===== src/inc/apgo_pkg.sv =====
// shared constants and types of the power, invert, gain and offset register bank
package apgo_pkg;
    // ************************************************************
    // register indices (byte address is four times the index)
    // ************************************************************
    localparam logic [7:0] IDX_GLOBAL = 8'h03;
    localparam logic [7:0] IDX_PWR = 8'h18;
    localparam logic [7:0] IDX_C5_ODD = 8'h19;
    localparam logic [7:0] IDX_C5_EVEN = 8'h1A;
    localparam logic [7:0] IDX_C6_ODD = 8'h1B;
    localparam logic [7:0] IDX_NONE = 8'hFF;

    // ************************************************************
    // field positions and reset values
    // ************************************************************
    localparam int GAIN_EN_BIT = 12;
    localparam int OFFS_EN_BIT = 8;
    localparam int DIG_SLEEP_LO = 12;
    localparam int LINE_SLEEP_LO = 8;
    localparam int ANA_SLEEP_LO = 4;
    localparam int FLIP_LO = 0;
    localparam int GAIN_LO = 11;
    localparam int ZERO_BIT = 10;
    localparam logic [15:0] REG_RST = 16'h0000;
    localparam logic [15:0] GLOBAL_MASK = 16'h1100;
    localparam logic [15:0] CORR_MASK = 16'hFBFF;
    localparam logic [2:0] HSIZE_WORD = 3'h2;

    // ************************************************************
    // gain factors, 10^(N*0.2/20) with 12 fraction bits
    // ************************************************************
    localparam int GAIN_FRAC = 12;
    localparam logic [13:0] GAIN_UNITY = 14'h1000;
    localparam logic [13:0] GAIN_TBL [32] = '{
        14'h1000, 14'h105F, 14'h10C1, 14'h1125, 14'h118B, 14'h11F4, 14'h125F, 14'h12CD,
        14'h133D, 14'h13B0, 14'h1425, 14'h149D, 14'h1518, 14'h1596, 14'h1617, 14'h169A,
        14'h1721, 14'h17AB, 14'h1838, 14'h18C9, 14'h195C, 14'h19F3, 14'h1A8E, 14'h1B2C,
        14'h1BCE, 14'h1C74, 14'h1D1D, 14'h1DCB, 14'h1E7D, 14'h1F32, 14'h1FED, 14'h20AB};
    localparam logic signed [29:0] SAT_MAX = 30'sh00001FFF;
    localparam logic signed [29:0] SAT_MIN = -30'sh00002000;

    // ************************************************************
    // bus slave states
    // ************************************************************
    typedef enum logic [3:0] {
        BUS_IDLE = 4'h1,
        BUS_WRITE = 4'h2,
        BUS_RDWAIT = 4'h4,
        BUS_RDDONE = 4'h8
    } apgo_bus_t;
endpackage : apgo_pkg


===== src/hdl/apgo_top.sv =====
// power, invert, gain and offset register bank with its AHB-Lite slave
// Operation
// - reg 18h bits 15..12 power down digital block of converters 4..1.
// - reg 18h bits 11..8 shut down serial output lines 4..1.
// - reg 18h bits 7..4 power down analog block of converters 4..1.
// - reg 18h bits 3..0 invert sample data on serial lines 4..1.
// - test patterns pass through unaffected by inversion bits.
// - every bit of reg 18h resets to zero.
// - correction bits 15..11 give gain code N, gain N times 0.2 dB.
// - gain applied only while global gain enable, reg 3 bit 12, is set.
// - bits 9..0 signed offset in 14-bit LSBs, subtracted from sample.
// - offset subtracted only while global offset enable, reg 3 bit 8, is set.
// - 19h corrects converter 5 odd, 1Ah converter 5 even, 1Bh converter 6 odd.
`timescale 1ns/1ps
`default_nettype none
module apgo_top
    import apgo_pkg::*;
#(
    parameter int LINES = 4,
    parameter int STREAMS = 3,
    parameter int SW = 14
) (
    input wire logic clock,
    input wire logic rstn,
    input wire logic hsel,
    input wire logic [31:0] haddr,
    input wire logic [1:0] htrans,
    input wire logic hwrite,
    input wire logic [2:0] hsize,
    input wire logic [31:0] hwdata,
    input wire logic hready,
    output logic hreadyout,
    output logic [31:0] hrdata,
    output logic hresp,
    input wire logic [LINES-1:0][SW-1:0] line_sample,
    input wire logic [LINES-1:0] line_sample_valid,
    input wire logic [LINES-1:0] pattern_on,
    input wire logic [LINES-1:0][SW-1:0] pattern_word,
    output logic [LINES-1:0][SW-1:0] line_data,
    output logic [LINES-1:0] line_data_valid,
    output logic [3:0] conv_digital_sleep,
    output logic [3:0] conv_analog_sleep,
    output logic [3:0] serial_line_sleep,
    output logic [3:0] serial_line_data_flip,
    output logic global_gain_correct_on,
    output logic global_offset_correct_on,
    input wire logic [STREAMS-1:0][SW-1:0] corr_sample,
    input wire logic [STREAMS-1:0] corr_sample_valid,
    output logic [STREAMS-1:0][SW-1:0] corr_out,
    output logic [STREAMS-1:0] corr_out_valid
);
    // ************************************************************
    // state
    // ************************************************************
    typedef struct packed {
        apgo_bus_t bus;
        logic [7:0] idx;
        logic [31:0] rd;
        logic [15:0] glob;
        logic [15:0] pwr;
        logic [2:0][15:0] corr;
    } apgo_regs_t;

    apgo_regs_t r;
    apgo_regs_t next_r;
    logic take;
    logic [7:0] addr_idx;

    // register read mux, unmapped reads as zero
    function automatic logic [15:0] read_word(input apgo_regs_t s);
        logic [15:0] w;
        w = 16'h0000;
        unique case (s.idx)
            IDX_GLOBAL: w = s.glob;
            IDX_PWR: w = s.pwr;
            IDX_C5_ODD: w = s.corr[0];
            IDX_C5_EVEN: w = s.corr[1];
            IDX_C6_ODD: w = s.corr[2];
            default: w = 16'h0000;
        endcase
        return w;
    endfunction : read_word

    // ************************************************************
    // AHB-Lite slave
    // ************************************************************
    // address phase decode, only aligned word accesses map
    assign take = hsel && hready && htrans[1];
    always_comb begin
        addr_idx = IDX_NONE;
        if (haddr[31:10] == 22'h000000 && haddr[1:0] == 2'h0 && hsize == HSIZE_WORD) begin
            addr_idx = haddr[9:2];
        end
    end

    // data phase work and next address phase
    always_comb begin
        next_r = r;
        unique case (r.bus)
            BUS_IDLE: begin
            end
            BUS_WRITE: begin
                unique case (r.idx)
                    IDX_GLOBAL: next_r.glob = hwdata[15:0] & GLOBAL_MASK;
                    IDX_PWR: next_r.pwr = hwdata[15:0];
                    IDX_C5_ODD: next_r.corr[0] = hwdata[15:0] & CORR_MASK;
                    IDX_C5_EVEN: next_r.corr[1] = hwdata[15:0] & CORR_MASK;
                    IDX_C6_ODD: next_r.corr[2] = hwdata[15:0] & CORR_MASK;
                    default: begin
                    end
                endcase
            end
            BUS_RDWAIT: begin
                next_r.rd = {16'h0000, read_word(r)};
            end
            BUS_RDDONE: begin
            end
        endcase
        if (r.bus == BUS_RDWAIT) begin
            next_r.bus = BUS_RDDONE;
        end else if (take) begin
            next_r.bus = hwrite ? BUS_WRITE : BUS_RDWAIT;
            next_r.idx = addr_idx;
        end else begin
            next_r.bus = BUS_IDLE;
        end
    end

    // register words and read data reset to zero, bus state to idle and index to none
    always_ff @(posedge clock or negedge rstn) begin
        if (!rstn) begin
            r.bus <= BUS_IDLE;
            r.idx <= IDX_NONE;
            r.rd <= 32'h00000000;
            r.glob <= REG_RST;
            r.pwr <= REG_RST;
            r.corr <= {3{REG_RST}};
        end else begin
            r <= next_r;
        end
    end

    // bus answers, one wait state on reads
    assign hreadyout = (r.bus != BUS_RDWAIT);
    assign hrdata = r.rd;
    assign hresp = 1'b0;

    // ************************************************************
    // control outputs
    // ************************************************************
    assign conv_digital_sleep = r.pwr[DIG_SLEEP_LO+:4];
    assign serial_line_sleep = r.pwr[LINE_SLEEP_LO+:4];
    assign conv_analog_sleep = r.pwr[ANA_SLEEP_LO+:4];
    assign serial_line_data_flip = r.pwr[FLIP_LO+:4];
    assign global_gain_correct_on = r.glob[GAIN_EN_BIT];
    assign global_offset_correct_on = r.glob[OFFS_EN_BIT];

    // ************************************************************
    // serial lines and correction streams
    // ************************************************************
    // line g carries converter g data
    for (genvar g = 0; g < LINES; g++) begin : g_line
        apgo_line #(.SW(SW)) u_line (
            .clock(clock),
            .rstn(rstn),
            .sample(line_sample[g]),
            .sample_valid(line_sample_valid[g]),
            .pattern_on(pattern_on[g]),
            .pattern_word(pattern_word[g]),
            .flip(serial_line_data_flip[g]),
            .line_sleep(serial_line_sleep[g]),
            .conv_sleep(conv_digital_sleep[g]),
            .data(line_data[g]),
            .data_valid(line_data_valid[g])
        );
    end

    // stream 0 conv5 odd, 1 conv5 even, 2 conv6 odd
    for (genvar g = 0; g < STREAMS; g++) begin : g_corr
        apgo_correct u_corr (
            .clock(clock),
            .rstn(rstn),
            .gain_code(r.corr[g][15:GAIN_LO]),
            .offset_code(r.corr[g][9:0]),
            .gain_on(global_gain_correct_on),
            .offset_on(global_offset_correct_on),
            .sample(corr_sample[g]),
            .sample_valid(corr_sample_valid[g]),
            .out(corr_out[g]),
            .out_valid(corr_out_valid[g])
        );
    end

    // ************************************************************
    // checks
    // ************************************************************
    logic pwr_touched;
    logic wr_pwr;
    assign wr_pwr = (r.bus == BUS_WRITE) && (r.idx == IDX_PWR);

    // remembers whether software has written the power register yet
    always_ff @(posedge clock or negedge rstn) begin
        if (!rstn) begin
            pwr_touched <= 1'b0;
        end else if (wr_pwr) begin
            pwr_touched <= 1'b1;
        end
    end

    a_dig_sleep_wr: assert property (@(posedge clock) disable iff (!rstn)
        wr_pwr |=> conv_digital_sleep == $past(hwdata[15:12]))
        else $error("digital sleep bits not taken from write");
    a_line_sleep_out: assert property (@(posedge clock) disable iff (!rstn)
        wr_pwr && hwdata[8] |=> ##1 !line_data_valid[0] && line_data[0] == 14'h0000)
        else $error("sleeping line still sends");
    a_ana_sleep_wr: assert property (@(posedge clock) disable iff (!rstn)
        wr_pwr |=> conv_analog_sleep == $past(hwdata[7:4]))
        else $error("analog sleep bits not taken from write");
    a_flip_path: assert property (@(posedge clock) disable iff (!rstn)
        line_sample_valid[1] && !pattern_on[1] && serial_line_data_flip[1]
        && !serial_line_sleep[1] && !conv_digital_sleep[1]
        |=> line_data_valid[1] && line_data[1] == ~$past(line_sample[1]))
        else $error("line two data not inverted");
    a_pattern_pass: assert property (@(posedge clock) disable iff (!rstn)
        pattern_on[2] && !serial_line_sleep[2]
        |=> line_data_valid[2] && line_data[2] == $past(pattern_word[2]))
        else $error("test pattern altered");
    a_reset_zero: assert property (@(posedge clock) disable iff (!rstn)
        !pwr_touched |-> conv_digital_sleep == 4'h0 && serial_line_sleep == 4'h0
        && conv_analog_sleep == 4'h0 && serial_line_data_flip == 4'h0)
        else $error("power register not zero after reset");
    a_offset_sub: assert property (@(posedge clock) disable iff (!rstn)
        corr_sample_valid[0] && global_offset_correct_on && !global_gain_correct_on
        && corr_sample[0][13] == corr_sample[0][12]
        |-> ##2 corr_out[0] == 14'($past(corr_sample[0], 2)
        - {{4{$past(r.corr[0][9], 2)}}, $past(r.corr[0][9:0], 2)}))
        else $error("offset not subtracted");
    a_offset_gate: assert property (@(posedge clock) disable iff (!rstn)
        corr_sample_valid[2] && !global_offset_correct_on && !global_gain_correct_on
        |-> ##2 corr_out[2] == $past(corr_sample[2], 2))
        else $error("offset applied while disabled");
    a_stream_map: assert property (@(posedge clock) disable iff (!rstn)
        corr_sample_valid[1] && global_offset_correct_on && !global_gain_correct_on
        && corr_sample[1][13] == corr_sample[1][12]
        |-> ##2 corr_out[1] == 14'($past(corr_sample[1], 2)
        - {{4{$past(r.corr[1][9], 2)}}, $past(r.corr[1][9:0], 2)}))
        else $error("even stream not corrected by its register");
    a_zero_bit: assert property (@(posedge clock) disable iff (!rstn)
        r.bus == BUS_WRITE && (r.idx == IDX_C5_ODD || r.idx == IDX_C6_ODD)
        |=> r.corr[0][ZERO_BIT] == 1'b0 && r.corr[2][ZERO_BIT] == 1'b0)
        else $error("bit ten stored as one");
    a_read_wait: assert property (@(posedge clock) disable iff (!rstn)
        take && !hwrite |=> !hreadyout ##1 hreadyout)
        else $error("read answer not after one wait state");

    c_write_pwr: cover property (@(posedge clock) disable iff (!rstn) wr_pwr);
    c_read_back: cover property (@(posedge clock) disable iff (!rstn)
        r.bus == BUS_RDDONE && hrdata != 32'h00000000);
    c_pattern: cover property (@(posedge clock) disable iff (!rstn)
        pattern_on[0] && serial_line_data_flip[0]);
    c_both_corr: cover property (@(posedge clock) disable iff (!rstn)
        global_gain_correct_on && global_offset_correct_on && corr_out_valid[0]);
endmodule : apgo_top
`default_nettype wire


===== src/hdl/apgo_line.sv =====
// one serial output line: sleep, test pattern and data inversion
`timescale 1ns/1ps
`default_nettype none
module apgo_line
    import apgo_pkg::*;
#(
    parameter int SW = 14
) (
    input wire logic clock,
    input wire logic rstn,
    input wire logic [SW-1:0] sample,
    input wire logic sample_valid,
    input wire logic pattern_on,
    input wire logic [SW-1:0] pattern_word,
    input wire logic flip,
    input wire logic line_sleep,
    input wire logic conv_sleep,
    output logic [SW-1:0] data,
    output logic data_valid
);
    typedef struct packed {
        logic v;
        logic [SW-1:0] d;
    } apgo_line_t;

    apgo_line_t r;
    apgo_line_t next_r;

    // pick what the line carries next cycle
    always_comb begin
        next_r = r;
        next_r.v = 1'b0;
        if (line_sleep) begin
            next_r.d = '0;
        end else if (pattern_on) begin
            next_r.v = 1'b1;
            next_r.d = pattern_word;
        end else if (conv_sleep) begin
            next_r.d = '0;
        end else if (sample_valid) begin
            next_r.v = 1'b1;
            next_r.d = flip ? ~sample : sample;
        end
    end

    always_ff @(posedge clock or negedge rstn) begin
        if (!rstn) begin
            r <= '0;
        end else begin
            r <= next_r;
        end
    end

    assign data = r.d;
    assign data_valid = r.v;
endmodule : apgo_line
`default_nettype wire


===== src/hdl/apgo_correct.sv =====
// offset subtraction then digital gain for one sample stream
`timescale 1ns/1ps
`default_nettype none
module apgo_correct
    import apgo_pkg::*;
(
    input wire logic clock,
    input wire logic rstn,
    input wire logic [4:0] gain_code,
    input wire logic [9:0] offset_code,
    input wire logic gain_on,
    input wire logic offset_on,
    input wire logic [13:0] sample,
    input wire logic sample_valid,
    output logic [13:0] out,
    output logic out_valid
);
    typedef struct packed {
        logic v1;
        logic signed [14:0] diff;
        logic [13:0] fac;
        logic v2;
        logic [13:0] res;
    } apgo_corr_t;

    apgo_corr_t r;
    apgo_corr_t next_r;
    logic signed [29:0] prod;
    logic signed [29:0] scaled;

    // stage one subtracts the offset, stage two scales and clips
    always_comb begin
        next_r = r;
        next_r.v1 = sample_valid;
        next_r.diff = $signed({sample[13], sample});
        if (offset_on) begin
            next_r.diff = $signed({sample[13], sample})
                - $signed({{5{offset_code[9]}}, offset_code});
        end
        next_r.fac = gain_on ? GAIN_TBL[gain_code] : GAIN_UNITY;
        prod = r.diff * $signed({1'b0, r.fac});
        scaled = prod >>> GAIN_FRAC;
        next_r.v2 = r.v1;
        if (scaled > SAT_MAX) begin
            next_r.res = SAT_MAX[13:0];
        end else if (scaled < SAT_MIN) begin
            next_r.res = SAT_MIN[13:0];
        end else begin
            next_r.res = scaled[13:0];
        end
    end

    always_ff @(posedge clock or negedge rstn) begin
        if (!rstn) begin
            r <= '0;
        end else begin
            r <= next_r;
        end
    end

    assign out = r.res;
    assign out_valid = r.v2;

    // ************************************************************
    // checks
    // ************************************************************
    a_gain_step: assert property (@(posedge clock) disable iff (!rstn)
        sample_valid && gain_on && !offset_on && gain_code == 5'h0A
        && sample == 14'h03E8 |-> ##2 out == 14'h04EB)
        else $error("gain code ten not applied");
    a_gain_gate: assert property (@(posedge clock) disable iff (!rstn)
        sample_valid && !gain_on && !offset_on |-> ##2 out == $past(sample, 2))
        else $error("gain applied while disabled");
    a_corr_order: assert property (@(posedge clock) disable iff (!rstn)
        sample_valid && gain_on && offset_on && gain_code == 5'h0A
        && offset_code == 10'h064 && sample == 14'h03E8 |-> ##2 out == 14'h046D)
        else $error("offset not subtracted before gain");
    c_gain_used: cover property (@(posedge clock) disable iff (!rstn)
        sample_valid && gain_on && gain_code != 5'h00);
endmodule : apgo_correct
`default_nettype wire


===== config.mk =====
export PLATFORM = sky130hd
export DESIGN_NAME = apgo_top
export DESIGN_NICKNAME = d
export VERILOG_FILES = /design/src/inc/apgo_pkg.sv /design/src/hdl/apgo_top.sv /design/src/hdl/apgo_line.sv /design/src/hdl/apgo_correct.sv
export SDC_FILE = /design/constraint.sdc
export NUM_CORES = 2
export LEC_CHECK = 0
export BUFFER_PORTS_ARGS = -buffer_cell sky130_fd_sc_hd__buf_2
export CAP_MARGIN = 20
export CORE_MARGIN = 2
export CORE_UTILIZATION = 40
export CTS_CLUSTER_SIZE = 25
export DETAILED_ROUTE_END_ITERATION = 8
export SLEW_MARGIN = 10
export SYNTH_ARGS = -nofsm -noshare
export SYNTH_HDL_FRONTEND = slang
export SYNTH_SLANG_ARGS = --single-unit

===== constraint.sdc =====
create_clock -name clock -period 6.4 [get_ports clock]
set_clock_uncertainty 0.1 [all_clocks]
set_input_delay 0.64 -clock clock [delete_from_list [all_inputs] [get_ports clock]]
set_output_delay 0.64 -clock clock [all_outputs]
set_load 0.1 [all_outputs]

Word level (Yosys, flattened, before mapping)
Memory sizes are Yosys's and may differ from the RTL's.
Cells that the tools add are included.
{ "totals": {"regBits": 286, "latch_bits": 0, "ram_bits": 0, "mem_bits_ro": 1344, "input_bits": 239, "output_inout_bits": 157, "elab_cells": 133, "n_memories": 3} }
{ "mem_list": {"columns": ["memory", "words", "word_bits", "read_ports", "rd_clocked_by_memory_dff", "wr", "line_no", "source"], "rows": [
  ["(no name shown)", 32, 14, 1, 0, 0, "apgo_correct.sv:40", "next_r.fac = gain_on ? GAIN_TBL[gain_code] : GAIN_UNITY;"],
  ["(no name shown)", 32, 14, 1, 0, 0, "apgo_correct.sv:40", null],
  ["(no name shown)", 32, 14, 1, 0, 0, "apgo_correct.sv:40", null]
]} }
{ "classes": {"addsub": 3, "multipliers": 3, "div": 0, "order_cmp": 9, "eq_ne": 9, "shift": 0, "muxes": 51, "bitwise_logic": 8, "reduce_logical": 16} }
{ "ops": {"columns": ["operator", "n"], "rows": [
  ["2-to-1 mux 14 bit", 27],
  ["2-to-1 mux 15 bit", 11],
  ["multiplier 15 x 15 -> 30 bit", 3],
  ["case mux 16 bit (5 select lines)", 1],
  ["NOT 14 bit", 4],
  ["greater-than comparator 18 x 14 -> 1 bit (second input constant)", 3],
  ["< comparator 18 x 14 -> 1 bit (second input constant)", 3],
  ["subtractor 14 x 10 -> 15 bit", 3],
  ["equality test 8 x 5 -> 1 bit (second input constant)", 4],
  ["logical NOT 22 bit", 1],
  ["greater-or-equal comparator 6 bit (second input constant)", 3],
  ["NOT 5 -> 6 bit", 3],
  ["nonzero test 4 bit", 4],
  ["AND reduction 2 bit", 6],
  ["equality test 8 x 2 -> 1 bit (second input constant)", 1],
  ["2-to-1 mux 1 bit", 8],
  ["2-to-1 mux 8 bit", 1],
  ["2-to-1 mux 3 bit", 2],
  ["equality test 4 x 2 -> 1 bit (second input constant)", 1],
  ["equality test 4 x 3 -> 1 bit (second input constant)", 1],
  ["logical AND 1 bit", 4],
  ["2-to-1 mux 4 bit", 1],
  ["inequality test 4 x 3 -> 1 bit (second input constant)", 1],
  ["equality test 3 x 2 -> 1 bit (second input constant)", 1],
  ["other kinds (2)", 2]
]} }

Longest topological paths before layout
{ "depth": {"depth_word": 6, "mapped_depth": 26, "ltp_nobuf": 24} }

Modules after synthesis
From an unflattened synthesis, not the netlist that was laid out.
{ "hier_totals": {"hier_cells": 4132, "area_unflattened_um2": 40458.8} }
{ "modules_own_cells": {"columns": ["module", "instances", "cells_per_inst", "area_per_inst_um2", "seq_area_each_um2"], "rows": [
  ["apgo_correct (g_corr[0].u_corr)", 1, 1218, 11013.1, 1126.1],
  ["apgo_correct (g_corr[1].u_corr)", 1, 1172, 10825.4, 1126.1],
  ["apgo_correct (g_corr[2].u_corr)", 1, 1150, 10704.0, 1126.1],
  ["apgo_top", 1, 320, 4408.0, 2288.4],
  ["apgo_line", 4, 68, 877.1, 375.4]
]} }

Worst setup path after synthesis
Ideal clock, no wire load.
{ "synth_timing": {"path_type": "flip-flop to flip-flop", "from": "reg g_corr[0].u_corr.r[15] (netlist bit)", "to": "reg g_corr[0].u_corr.r (netlist bit g_corr[0].u_corr.out[2])", "setup_ns": 0.126, "arrival_time_ns": 6.351, "required_ns": 6.174, "slack_ns": -0.177, "path_stages_with_launch": 26, "n_path_buf": 2, "period_less_slack_ns": 6.577, "path_cell_list": "dfrtp_1 clkbuf_1 and2_1 fa_1 inv_1 fa_1 inv_1 fa_1 inv_1 fa_1 inv_1 fa_1 inv_1 fa_1 inv_1 ha_1 a2111oi_0 nand2b_1 o21a_2 a41o_4 a211oi_4 o2111a_1 nor3_2 a41oi_2 buf_6 o21ai_2"} }
{ "synth_rtl": {"columns": ["item", "line_no", "source"], "rows": [
  ["start, declared", "apgo_correct.sv:26", "apgo_corr_t r;"],
  ["start signal, assigned", "apgo_correct.sv:57", "r <= next_r;"]
]} }

==> impl_metrics.ini <==
[yosys]
yosysSeqAreaShare_pct = 18.4
synth_ff_type = dfrtp_1
netlist_top_cells_area = fa_1, dfrtp_1, ha_1
synthTopCellsByCount = inv_1, fa_1, and2_1
synth-edff-count = 0
syn_area_per_cell_um2 = 9.55
yosys.area.top_type = fa_1
synth_seq_cells = 286
netlist_instances = 4081
yosysMostFrequentCell = inv_1
async_flop_share_pct = 100
synth.distinct_cells = 87
ys_warn_count = 0
netlist_area_um2 = 39000
netlist.area_leader.share_pct = 31.7

[sta]
achievable-frequency_mhz = 152
relSlewSlack_pct = 26.3
finalCritPeriodShare_pct = 102
hold_viol = 0
setup_tns_ns = -4.15
worstMarginPinSlew_ns = 1.10
fin_crit_ns = 6.56
rsz0062_at_grt = true
fin_ws_ns = -0.158
report.final.slew_viol_count = 0
setup_viol = 39

[critical_path]
crit_path_end_kind = flop
critPathArrivalTime_ns = 6.92
critPathSlowestCell = fa_1
crit_fanout = 6
crit_path_max_incr_delay_ns = 0.55
r2r_cells = 25
worstPathRequired_ns = 6.77
reg2reg_slack_ns = -0.16
crit_path_start_kind = flop
crit_top_cell = fa_1
crit_type = flop to flop

[detailed_routing]
dr.pass1.iters = 7
ant_nets = 0
drc = 0
via_count = 29400
first_iter_violations = 1751
wirelength_um = 105000
wl_met3_um = 5380
wl_per_cell_um = 17.8
wl_met1_um = 45800
routed.top_layer = met5
vias_per_cell = 5.01
wl_met2_um = 50300

[layout]
drive_gt1_share_pct = 22.2
area_delta_synth_final_pct = 17.3
nNetsFinal = 5703
final_area_um2 = 45700
fin_cells = 5866

[clock_network]
root_buffer = clkbuf_16
clkTransAtPathRegs_ns = 0.06
cts_num_sinks = 286
cts_tree = yes
cts_buffer_depth = 3
insertion_delay_ns = 0.61
cts_made_buffers = 37
cts_max_level = 2

[pwr]
p_leak_uw = 0.0232
ir_drop_v = 0.000989
power_density_nw_per_um2 = 466
p_total_uw = 21300

[placed_design]
placed_cells = 5748
numPortBuffers = 361
place_congestion = 0.876
hpwl_um = 85700
post_dp_cell_area_um2 = 43400
post-place-ws_ns = -0.531

[floorplan]
core_area_um2 = 96700
start_util_pct = 40.3
fp-row-count = 114
ioPinCount = 396
die_h_um = 316
die_area_um2 = 100000
chipWidth_um = 316

[global_route]
grt_pass1_wl_um = 167000
antenna_found_initial = 12
overflow = 0
grt_max_degree = 155
gr-usage-all-layers_pct = 21.3
grt_pass1_vias = 30600

[outcome]
violations = setup timing
status = finished with violations

[hold_path]
hold_path_depth = 1
holdCritPathClass = primary input to flop

[flow_run]
maxCapViolations = 0
==> final timing paths <==
path                                                          to                             startpoint
hold reg to reg             g_corr[0].u_corr.out_valid$_DFF_PN0_  g_corr[0].u_corr.next_r[14]$_DFF_PN0_
hold / removal             g_corr[2].u_corr.next_r[14]$_DFF_PN0_                   corr_sample_valid[2]
setup / recovery               g_corr[0].u_corr.out[9]$_DFF_PN0_       g_corr[0].u_corr.r[20]$_DFF_PN0_
setup reg to reg               g_corr[0].u_corr.out[9]$_DFF_PN0_       g_corr[0].u_corr.r[20]$_DFF_PN0_
max in group asynchronous   global_offset_correct_on$_DFFE_PN0P_                                   rstn
min in group asynchronous      g_corr[0].u_corr.out[0]$_DFF_PN0_                                   rstn
==> logic make-up (layout without fill, tap and decap cells) <==
family          after synthesis  in the layout  synth area share, %
simple gates               1094           1094                 14.2
buf+inv                     998           1489                 10.6
fa+ha+maj                   903            903                 40.9
compound gates              558            558                 9.34
flops                       286            286                 18.4
xor+xnor                    150            150                 3.37
mux                          91             91                 3.13
other cells                   1             19              0.00962
==> per-stage QoR <==
step                utilization (%)  hold WS [ns]
floorplan                         -         0.231
global placement               44.9         0.235
detailed placement             44.9         0.242
CTS                            46.8       0.00711
global route                   47.3       0.00702
finish                         47.3        0.0499
==> routing by layer <==
layer,track usage (%),vias to the layer above
li1,-,13600
met3,3.38,135
met5,0,-
met4,5.95,8
met2,35.3,763
met1,28.9,14800
==> layout make-up <==
type,count,area [um2]
antenna,2,5.00
clock buffer,54,1050
clock inverter,12,169
fill,9222,51000
inverter,716,2690
multi-input combinational,2813,28300
sequential,286,7180
tap,1276,1600
timing repair buffer,707,4740
==> power by group <==
group	total, uW	leakage (uW)	switching (uW)	internal, uW
logic	16800	0.0191	8920	7910
clock network	2170	0.000598	903	1270
registers	2320	0.00343	147	2180
total	21300	0.0232	9970	11400
==> layout by cell type (no fill, tap or decap), drive strengths merged, types with 11 or more instances in the layout <==
cell,n
a211oi,28
a21boi,17
a21o,50
a21oi,108
a22o,13
a22oi,58
and2,400
and3,13
buf,704
clkbuf,56
conb,17
dfrtp,277
fa,618
ha,285
inv,717
mux2,57
mux2i,15
mux4,19
nand2,396
nand2b,16
nand3,19
nand4,11
nor2,124
nor2b,23
nor3,35
nor4,16
o21a,12
o21ai,190
xnor2,55
xor2,95
==> flip-flops by register name, indices dropped and copies added (netlist names) <==
register / flops
g_corr.u_corr.r: 87
conv_digital_sleep: 4
g_line.u_line.data_valid: 4
g_corr.u_corr.out: 42
r: 57
serial_line_sleep: 4
g_corr.u_corr.next_r: 3
g_line.u_line.data: 56
g_corr.u_corr.out_valid: 3
global_offset_correct_on: 1
conv_analog_sleep: 4
serial_line_data_flip: 4
hrdata: 16
global_gain_correct_on: 1
==> critical path, delay by kind of cell (launching register included) <==
| kind | cells | cell delay, ns |
|---|---|---|
| flip-flops | 1 | 0.40 |
| buffers and inverters | 8 | 0.65 |
| AND/OR/NAND/NOR | 4 | 0.57 |
| AO/OA/AOI/OAI | 6 | 1.46 |
| adder cells (fa/ha/maj) | 7 | 3.27 |
==> timing repair <==
action	CTS	global route
buffers inserted	32	15
pin swaps	51	56
gates cloned	5	0
setup endpoints to repair	39	41
resized for setup	83	75
hold endpoints to repair	29	0
hold buffers	1	0
Note: power is estimated with default switching activity, not from simulation.
